$ cat config.mk
export PLATFORM = sky130hd
export DESIGN_NAME = packed_decimal_format_unit
export DESIGN_NICKNAME = d
export VERILOG_FILES = /design/src/pdfu_pkg.sv /design/src/bcd_digit_check.sv /design/src/lane_slicer.sv /design/src/packed_decimal_format_unit.sv
export VERILOG_INCLUDE_DIRS = /design/src /design/src/src
export SDC_FILE = /design/constraint.sdc
export NUM_CORES = 2
export LEC_CHECK = 0
export BUFFER_PORTS_ARGS = -buffer_cell sky130_fd_sc_hd__buf_2
export CAP_MARGIN = 20
export CORE_MARGIN = 4
export CORE_UTILIZATION = 45
export DETAILED_ROUTE_END_ITERATION = 8
export PLACE_DENSITY = 0.74
export SLEW_MARGIN = 15
export SYNTH_ARGS = -nofsm -noshare
export SYNTH_HDL_FRONTEND = slang
export SYNTH_SLANG_ARGS = --single-unit
$ cat constraint.sdc
create_clock -name I_CLOCK -period 13.5 [get_ports I_CLOCK]
set_input_delay 4.05 -clock I_CLOCK [delete_from_list [all_inputs] [get_ports I_CLOCK]]
set_output_delay 4.05 -clock I_CLOCK [all_outputs]
set_load 0.05 [all_outputs]
$ cat src/pdfu_consts.svh
// Constants for the packed decimal format unit: field positions, patterns and last step indices.
`ifndef PDFU_CONSTS_SVH
`define PDFU_CONSTS_SVH

// Digit field width and the largest legal digit.
`define PDFU_DIG_W        4
`define PDFU_DIG_MAX      4'h9
// Wide decimal format layout: 18 digits in bytes 0..8, sign in bit 7 of byte 9.
`define PDFU_NUM_DIGITS   18
`define PDFU_MAG_MSB      71
`define PDFU_SIGN_BIT     79
// Decimal indefinite pattern written on a masked invalid store.
`define PDFU_BCD_INDEF    80'hFFFF_C000_0000_0000_0000
// Magnitude limit of the wide decimal format, ten to the eighteenth.
`define PDFU_MAG_LIMIT    64'h0DE0_B6B3_A764_0000
// Extended format: exponent bias plus the explicit integer bit position.
`define PDFU_EXP_TOP      15'h403E
// Last step index of the digit-serial load and of the bit-serial store.
`define PDFU_LOAD_LAST    7'h11
`define PDFU_STORE_LAST   7'h3F

`endif

$ cat src/pdfu_pkg.sv
// Types shared by the packed decimal format unit.
package pdfu_pkg;

    // Lane width of a 128-bit vector operand.
    typedef enum logic [1:0] {
        LANE_BYTE,
        LANE_WORD,
        LANE_DWORD,
        LANE_QWORD
    } lane_size_t;

    // Conversion sequencer states.
    typedef enum logic [1:0] {
        ST_IDLE,
        ST_LOAD,
        ST_STORE
    } conv_state_t;

endpackage : pdfu_pkg

$ cat src/bcd_digit_check.sv
// Per-digit legality check over a group of decimal digits.
`timescale 1ns/1ps
`default_nettype none
`include "pdfu_consts.svh"

module bcd_digit_check #(
    parameter int N = 18
) (
    // Digits, digit 0 in the low nibble.
    input  wire logic [4*N-1:0] i_digits,
    // One flag per digit above nine.
    output logic      [N-1:0]   o_bad
);

    // Each nibble is an unsigned digit legal only from zero to nine.
    // Four-bit digit range.
    for (genvar g = 0; g < N; g++) begin : g_dig
        assign o_bad[g] = (i_digits[4*g +: 4] > `PDFU_DIG_MAX);
    end

endmodule : bcd_digit_check
`default_nettype wire

$ cat src/lane_slicer.sv
// Selects one lane of a 128-bit vector operand, zero-extended to 64 bits.
`timescale 1ns/1ps
`default_nettype none

module lane_slicer
    import pdfu_pkg::*;
(
    // Vector operand and lane selection.
    input  wire logic [127:0]   i_vec,
    input  wire lane_size_t     i_size,
    input  wire logic [3:0]     i_index,
    // Selected lane.
    output logic      [63:0]    o_lane
);

    logic [127:0] shifted;
    logic [6:0]   shamt;
    logic [63:0]  mask;

    // Index wraps to the lane count of the chosen width.
    always_comb begin
        unique case (i_size)
            LANE_BYTE:  begin shamt = {i_index, 3'h0};      mask = 64'h0000_0000_0000_00FF; end
            LANE_WORD:  begin shamt = {i_index[2:0], 4'h0}; mask = 64'h0000_0000_0000_FFFF; end
            LANE_DWORD: begin shamt = {i_index[1:0], 5'h00}; mask = 64'h0000_0000_FFFF_FFFF; end
            LANE_QWORD: begin shamt = {i_index[0], 6'h00};  mask = 64'hFFFF_FFFF_FFFF_FFFF; end
        endcase
        shifted = i_vec >> shamt;
        o_lane  = shifted[63:0] & mask;
    end

endmodule : lane_slicer
`default_nettype wire

$ cat src/packed_decimal_format_unit.sv
// Decimal byte check, wide decimal load and store conversion, and vector lane selection.
`timescale 1ns/1ps
`default_nettype none
`include "pdfu_consts.svh"

module packed_decimal_format_unit
    import pdfu_pkg::*;
(
    // Clock and reset.
    input  wire logic           I_CLOCK,
    input  wire logic           I_RESET,
    // Decimal byte check.
    input  wire logic           I_BYTE_VALID,
    input  wire logic [7:0]     I_BYTE_DATA,
    input  wire logic           I_BYTE_PACKED,
    input  wire logic           I_BYTE_MULDIV,
    output logic                O_BYTE_VALID,
    output logic      [6:0]     O_BYTE_VALUE,
    output logic                O_BYTE_BAD,
    // Shared readiness of the conversion sequencer.
    output logic                O_READY,
    // Decimal load.
    input  wire logic           I_LOAD_VALID,
    input  wire logic [79:0]    I_LOAD_DATA,
    output logic                O_LOAD_DONE,
    output logic      [79:0]    O_LOAD_RESULT,
    output logic                O_LOAD_BAD,
    // Decimal store.
    input  wire logic           I_STORE_VALID,
    input  wire logic           I_STORE_SIGN,
    input  wire logic [63:0]    I_STORE_MAG,
    input  wire logic           I_STORE_INVALID,
    output logic                O_STORE_DONE,
    output logic      [79:0]    O_STORE_DATA,
    output logic                O_STORE_INDEF,
    // Vector lane selection.
    input  wire logic           I_LANE_VALID,
    input  wire logic [127:0]   I_LANE_VEC,
    input  wire lane_size_t     I_LANE_SIZE,
    input  wire logic [3:0]     I_LANE_INDEX,
    output logic                O_LANE_VALID,
    output logic      [63:0]    O_LANE_DATA
);

    // Byte path state.
    logic        byte_valid_q, byte_valid_d;
    logic [6:0]  byte_value_q, byte_value_d;
    logic        byte_bad_q,   byte_bad_d;
    logic [1:0]  byte_dig_bad;

    // Lane path state.
    logic        lane_valid_q, lane_valid_d;
    logic [63:0] lane_data_q,  lane_data_d;
    logic [63:0] lane_sel;

    // Conversion sequencer state.
    conv_state_t state_q, state_d;
    logic [6:0]  cnt_q,   cnt_d;
    logic [63:0] acc_q,   acc_d;
    logic [71:0] bcd_q,   bcd_d;
    logic        sign_q,  sign_d;
    logic        ldbad_q, ldbad_d;
    logic        ld_done_q, ld_done_d;
    logic [79:0] ld_res_q,  ld_res_d;
    logic        ld_bad_q,  ld_bad_d;
    logic        st_done_q, st_done_d;
    logic [79:0] st_data_q, st_data_d;
    logic        st_indef_q, st_indef_d;

    logic [17:0] load_dig_bad;
    logic [71:0] dd_adj;
    logic [63:0] acc_next;
    logic        load_go;
    logic        store_go;
    logic        store_indef;

    // Digit checks on the byte operand and on the incoming wide decimal magnitude.
    bcd_digit_check #(.N(2)) u_byte_check (
        .i_digits (I_BYTE_DATA),
        .o_bad    (byte_dig_bad)
    );

    bcd_digit_check #(.N(`PDFU_NUM_DIGITS)) u_load_check (
        .i_digits (I_LOAD_DATA[`PDFU_MAG_MSB:0]),
        .o_bad    (load_dig_bad)
    );

    lane_slicer u_lane (
        .i_vec   (I_LANE_VEC),
        .i_size  (I_LANE_SIZE),
        .i_index (I_LANE_INDEX),
        .o_lane  (lane_sel)
    );

    // Byte interpretation, one cycle from request to answer.
    always_comb begin
        byte_valid_d = I_BYTE_VALID;
        byte_value_d = byte_value_q;
        byte_bad_d   = byte_bad_q;
        if (I_BYTE_VALID) begin
            if (I_BYTE_PACKED) begin
                byte_value_d = 7'({I_BYTE_DATA[7:4], 3'h0}) + 7'({I_BYTE_DATA[7:4], 1'h0})
                             + 7'(I_BYTE_DATA[3:0]);
                byte_bad_d   = |byte_dig_bad;
            end else begin
                byte_value_d = 7'(I_BYTE_DATA[3:0]);
                byte_bad_d   = byte_dig_bad[0] || (I_BYTE_MULDIV && (I_BYTE_DATA[7:4] != 4'h0));
            end
        end
    end

    always_ff @(posedge I_CLOCK) begin
        if (I_RESET) begin
            byte_valid_q <= 1'b0;
            byte_value_q <= 7'h00;
            byte_bad_q   <= 1'b0;
        end else begin
            byte_valid_q <= byte_valid_d;
            byte_value_q <= byte_value_d;
            byte_bad_q   <= byte_bad_d;
        end
    end

    // Lane selection, registered for one cycle.
    always_comb begin
        lane_valid_d = I_LANE_VALID;
        lane_data_d  = I_LANE_VALID ? lane_sel : lane_data_q;
    end

    always_ff @(posedge I_CLOCK) begin
        if (I_RESET) begin
            lane_valid_q <= 1'b0;
            lane_data_q  <= 64'h0;
        end else begin
            lane_valid_q <= lane_valid_d;
            lane_data_q  <= lane_data_d;
        end
    end

    // Add-three adjust of each decimal digit before the next binary bit shifts in.
    for (genvar g = 0; g < `PDFU_NUM_DIGITS; g++) begin : g_adj
        assign dd_adj[4*g +: 4] = (bcd_q[4*g +: 4] > 4'h4) ? bcd_q[4*g +: 4] + 4'h3
                                                          : bcd_q[4*g +: 4];
    end

    // Multiply by ten and add the next digit, most significant digit first.
    assign acc_next    = (acc_q << 3) + (acc_q << 1) + 64'(bcd_q[71:68]);
    assign load_go     = I_LOAD_VALID && (state_q == ST_IDLE);
    assign store_go    = I_STORE_VALID && !I_LOAD_VALID && (state_q == ST_IDLE);
    assign store_indef = I_STORE_INVALID || (I_STORE_MAG >= `PDFU_MAG_LIMIT);

    // Normalises an exact integer into sign, biased exponent and explicit significand.
    function automatic logic [79:0] to_extended(input logic sign, input logic [63:0] mag);
        logic [6:0] lz;
        logic       found;
        lz    = 7'h00;
        found = 1'b0;
        for (int i = 63; i >= 0; i--) begin
            if (!found && mag[i]) begin
                found = 1'b1;
                lz    = 7'(63 - i);
            end
        end
        if (!found) begin
            to_extended = {sign, 79'h0};
        end else begin
            to_extended = {sign, `PDFU_EXP_TOP - 15'(lz), mag << lz};
        end
    endfunction : to_extended

    // Sequencer: digit-serial load and bit-serial store.
    always_comb begin
        state_d    = state_q;
        cnt_d      = cnt_q;
        acc_d      = acc_q;
        bcd_d      = bcd_q;
        sign_d     = sign_q;
        ldbad_d    = ldbad_q;
        ld_done_d  = 1'b0;
        ld_res_d   = ld_res_q;
        ld_bad_d   = ld_bad_q;
        st_done_d  = 1'b0;
        st_data_d  = st_data_q;
        st_indef_d = st_indef_q;
        unique case (state_q)
            ST_IDLE: begin
                if (load_go) begin
                    state_d = ST_LOAD;
                    cnt_d   = 7'h00;
                    acc_d   = 64'h0;
                    // Eighteen digits from bytes zero to eight.
                    bcd_d   = I_LOAD_DATA[`PDFU_MAG_MSB:0];
                    // Only the top sign byte bit counts.
                    sign_d  = I_LOAD_DATA[`PDFU_SIGN_BIT];
                    // Malformed digits reported with the result.
                    ldbad_d = |load_dig_bad;
                end else if (store_go) begin
                    if (store_indef) begin
                        st_data_d  = `PDFU_BCD_INDEF;
                        st_indef_d = 1'b1;
                        st_done_d  = 1'b1;
                    end else begin
                        state_d = ST_STORE;
                        cnt_d   = 7'h00;
                        acc_d   = I_STORE_MAG;
                        bcd_d   = 72'h0;
                        sign_d  = I_STORE_SIGN;
                    end
                end
            end
            ST_LOAD: begin
                acc_d = acc_next;
                bcd_d = {bcd_q[67:0], 4'h0};
                cnt_d = cnt_q + 7'h01;
                if (cnt_q == `PDFU_LOAD_LAST) begin
                    state_d   = ST_IDLE;
                    ld_done_d = 1'b1;
                    // Integer below two to the sixty, so conversion is exact.
                    ld_res_d  = to_extended(sign_q, acc_next);
                    ld_bad_d  = ldbad_q;
                end
            end
            ST_STORE: begin
                bcd_d = {dd_adj[70:0], acc_q[63]};
                acc_d = {acc_q[62:0], 1'b0};
                cnt_d = cnt_q + 7'h01;
                if (cnt_q == `PDFU_STORE_LAST) begin
                    state_d    = ST_IDLE;
                    st_done_d  = 1'b1;
                    st_indef_d = 1'b0;
                    // Sign-magnitude, clean sign byte, digit 0 lowest.
                    st_data_d  = {sign_q, 7'h00, dd_adj[70:0], acc_q[63]};
                end
            end
            default: begin
                state_d = ST_IDLE;
            end
        endcase
    end

    always_ff @(posedge I_CLOCK) begin
        if (I_RESET) begin
            state_q    <= ST_IDLE;
            cnt_q      <= 7'h00;
            acc_q      <= 64'h0;
            bcd_q      <= 72'h0;
            sign_q     <= 1'b0;
            ldbad_q    <= 1'b0;
            ld_done_q  <= 1'b0;
            ld_res_q   <= 80'h0;
            ld_bad_q   <= 1'b0;
            st_done_q  <= 1'b0;
            st_data_q  <= 80'h0;
            st_indef_q <= 1'b0;
        end else begin
            state_q    <= state_d;
            cnt_q      <= cnt_d;
            acc_q      <= acc_d;
            bcd_q      <= bcd_d;
            sign_q     <= sign_d;
            ldbad_q    <= ldbad_d;
            ld_done_q  <= ld_done_d;
            ld_res_q   <= ld_res_d;
            ld_bad_q   <= ld_bad_d;
            st_done_q  <= st_done_d;
            st_data_q  <= st_data_d;
            st_indef_q <= st_indef_d;
        end
    end

    // Port drive.
    assign O_BYTE_VALID  = byte_valid_q;
    assign O_BYTE_VALUE  = byte_value_q;
    assign O_BYTE_BAD    = byte_bad_q;
    assign O_READY       = (state_q == ST_IDLE);
    assign O_LOAD_DONE   = ld_done_q;
    assign O_LOAD_RESULT = ld_res_q;
    assign O_LOAD_BAD    = ld_bad_q;
    assign O_STORE_DONE  = st_done_q;
    assign O_STORE_DATA  = st_data_q;
    assign O_STORE_INDEF = st_indef_q;
    assign O_LANE_VALID  = lane_valid_q;
    assign O_LANE_DATA   = lane_data_q;

    // Digit check over a finished store, read only by the checks below.
    logic [17:0] st_out_bad;
    bcd_digit_check #(.N(`PDFU_NUM_DIGITS)) u_store_check (
        .i_digits (st_data_q[`PDFU_MAG_MSB:0]),
        .o_bad    (st_out_bad)
    );
endmodule : packed_decimal_format_unit
`default_nettype wire

==> results.toml <==
[drt]
routedWlPerCell_um = 25.4
totalWireLength_um = 145000
route.vias.total = 36953
drt_iter0_markers = 4314
drt-vias-per-instance = 6.49
drt_drc_violations_left = 0
detail-route-antenna-nets = 0
drt-pass1-iter-count = 8

[clocking]
ctsResizeCount = 0
post_cts_setup_buffer_count = 0
numCtsBuffers = 46
post_cts_hold_buffer_count = 0
max-clock-path-buffers = 3
cts.htree.levels = 2
clk_transition_reported_paths_ns = 0.06
clk_sink_count = 375
tritoncts = "yes"
clkLatencyLatePin_ns = 0.62
cts-root-buf = "sky130_fd_sc_hd__clkbuf_16"

[placement]
dp_hpwl_um = 111000
portBuffers = 527
placed_cell_area_um2 = 35400
place_inst = 5602
routability_driven_placement_congestion_ratio = 1.02

[worst_setup_path]
critPathKind = "input port to flip-flop"
critPathRequiredTime_ns = 14.02
critical_path_peak_fanout = 191
crit_path_end_kind = "flip-flop"
count_of_cells_along_the_worst_register_to_register_path = 18
timing.critical_path.arrival_ns = 9.04
critical_path.startpoint_type = "input port"

[logic_synthesis]
synth.cell_area_um2 = 32500
post-synth-top-count-cell = "sky130_fd_sc_hd__nand2_1"
share_of_flip_flops_with_an_asynchronous_set_or_reset = 0
synth_enable_flop_cells = 0
synth_largest_area_cell = "sky130_fd_sc_hd__dfxtp_1"
synthFlopType = "sky130_fd_sc_hd__dfxtp_1"
synth_nets = 4886
yosys.cell_types.count = 120
netlist.area_leader.share = 0.231
number_of_warning_messages_in_the_yosys_log = 0
synth-seq-cells = 375
post_synth_most_frequent_cells = "sky130_fd_sc_hd__nand2_1 (554), sky130_fd_sc_hd__nor2_1 (518), sky130_fd_sc_hd__a21oi_1 (411)"
synth_cells = 4431
mean_syn_cell_area_um2 = 7.34
synth_top_cells_by_area = "sky130_fd_sc_hd__dfxtp_1 (23%), sky130_fd_sc_hd__nand2_1 (6.4%), sky130_fd_sc_hd__a21oi_1 (6.3%)"
seq_area_frac_synth = 0.231

[die]
i_o_pin_count = 535
core_box_area_um2 = 71600
fp-row-count = 98
initial_utilization = 0.454
design.die.area_um2 = 76700
die_w_um = 277
fp.dieH_um = 277

[finish]
area.growth.synth_to_final_pct = 13.5
final_cells = 5696
final_design_area_no_fill_um2 = 36900
fin_nets = 5155
final_core_utilization = 0.516
nFillCells = 7236
ratio_of_cells_with_drive_above_1_in_the_final_layout = 0.174

[sta]
setup_repair_after_global_routing_missed_its_margin = "false"
max_freq_mhz = 117
setup_viol = 0
worst_slew_pin_slew_ns = 1.24
final.setup_skew_ns = 0.0191
layout_worst_path_cycle_share = 0.631
min_period_ns = 8.52
finalSetupTns_ns = 0
number_of_failing_hold_endpoints_at_the_final_stage = 0
timing.final.max_slew_violations = 0
relSlewSlack = 0.171

[power_and_ir_drop]
p_leak_nw = 15.1
sequential_share_of_power = 0.177
vdd_drop_max_mv = 0.262
sw_frac_of_total = 0.552
clock_power_share = 0.163
comb_power_share = 0.660
internal_power_mw = 3.41
net-switching-power_mw = 4.19
power_density_relative_to_cell_area_nw_per_um2 = 206

[grt]
wire_length_of_the_first_global_routing_pass_um = 215000
maximum_number_of_pins_on_one_net_before_global_route_repair = 211
grtUsageTotal = 0.354
global_route.overflow_total = 0
first_global_vias = 33324
grt_antenna_before_repair = 16

[hold_path]
timing.hold.worst.class = "flip-flop to flip-flop"
timing.hold.worst_path_depth = 2

[run]
cap_violations = 0

[run_status]
status = "completed"
-- final cells by class --
cell class / count / area, um2 / area share
repair buffers: 586 / 3120 / 0.0844
multi-input cells: 3604 / 23300 / 0.630
clock buffers: 66 / 1330 / 0.0359
flip-flops and latches: 375 / 7510 / 0.203
inverters: 87 / 327 / 0.00884
clock inverters: 17 / 160 / 0.00434
diodes: 11 / 27.5 / 0.000745
well taps: 950 / 1190 / 0.0322
-- power by group through the flow --
stage	clock, mW	sequential (mW)	combinational [mW]
final	1.24	1.34	5.01
after global routing	1.30	1.36	5.26
after CTS	1.26	1.34	4.81
after detailed placement	0	1.36	4.78
after global placement	0	1.36	4.78
after floorplan	0	1.41	3.22
-- state kept, by name (all words and copies together), names as in the netlist --
signal,cells
O_STORE_DATA,74
state_q,2
O_BYTE_VALUE,7
acc_q,64
ldbad_q,1
cnt_q,7
bcd_q,72
O_LANE_DATA,64
O_LOAD_RESULT,77
O_LOAD_BAD,1
O_BYTE_BAD,1
O_STORE_DONE,1
O_LANE_VALID,1
O_BYTE_VALID,1
sign_q,1
O_LOAD_DONE,1
-- worst max-delay path, stage by stage --
cell and delay (ns):
sky130_fd_sc_hd__buf_2 0.10, sky130_fd_sc_hd__o311a_1 0.35, sky130_fd_sc_hd__o2111ai_1 0.19, sky130_fd_sc_hd__nand2_1 0.09, sky130_fd_sc_hd__a21oi_1 0.27, sky130_fd_sc_hd__nor2_1 0.11, sky130_fd_sc_hd__o31ai_1 0.30, sky130_fd_sc_hd__a21oi_1 0.20
sky130_fd_sc_hd__a2111oi_0 0.42, sky130_fd_sc_hd__o21bai_1 0.12, sky130_fd_sc_hd__a311o_1 0.51, sky130_fd_sc_hd__inv_1 0.10, sky130_fd_sc_hd__a21oi_1 0.14, sky130_fd_sc_hd__a21oi_4 0.16, sky130_fd_sc_hd__buf_4 0.70, sky130_fd_sc_hd__buf_12 0.51
sky130_fd_sc_hd__nor2_1 0.08, sky130_fd_sc_hd__a211oi_1 0.29
-- path summary, 6_finish.rpt --
kind / endpoint / slack [ns] / start
worst max-delay path: acc_q[47] / 4.98 / I_STORE_MAG[20]
worst min-delay path: O_LOAD_RESULT[23] / 0.44 / O_LOAD_RESULT[23]
worst max register to register: O_LOAD_RESULT[61] / 5.15 / acc_q[10]
worst min register to register: O_LOAD_RESULT[23] / 0.44 / O_LOAD_RESULT[23]
-- cells by family after synthesis --
logic type	count (synthesis)	share of synthesized area
AOI/OAI and AO/OA	1582	0.327
adders and majority gates	159	0.0621
xor gates and xnor gates	66	0.0180
DFF	375	0.231
buffers and inverters	452	0.0575
muxes	263	0.0937
and+or+nand+nor	1534	0.211
-- stage by stage --
stage               power, mW  setup WS [ns]  hold slack (ns)
detailed placement       6.15           4.36            0.431
CTS                      7.41           4.97            0.440
global route             7.92           4.62            0.459
floorplan                4.63           6.23            0.461
global placement         6.14           4.36            0.429
finish                   7.60           4.98            0.439
-- routing by layer --
layer	routed length (um)	vias up	GRT usage
met2	61400	2019	0.530
met3	14600	340	0.0774
met5	61	-	0
li1	-	17048	-
met1	61000	17538	0.487
met4	7510	8	0.159
-- layout by cell type (no fill, tap or decap), drive strengths merged, types with 38 or more instances in the layout --
master / n
a22oi: 173
a21o: 38
a21oi: 415
buf: 586
o211ai: 56
nor2: 519
nand4: 64
nand2: 555
o21ai: 274
inv: 89
clkbuf: 66
nand3: 89
mux2i: 190
a22o: 55
or3: 38
xnor2: 43
dfxtp: 375
ha: 155
nor3: 81
mux2: 46
a211oi: 230
Power figures use the tool's default switching activity.
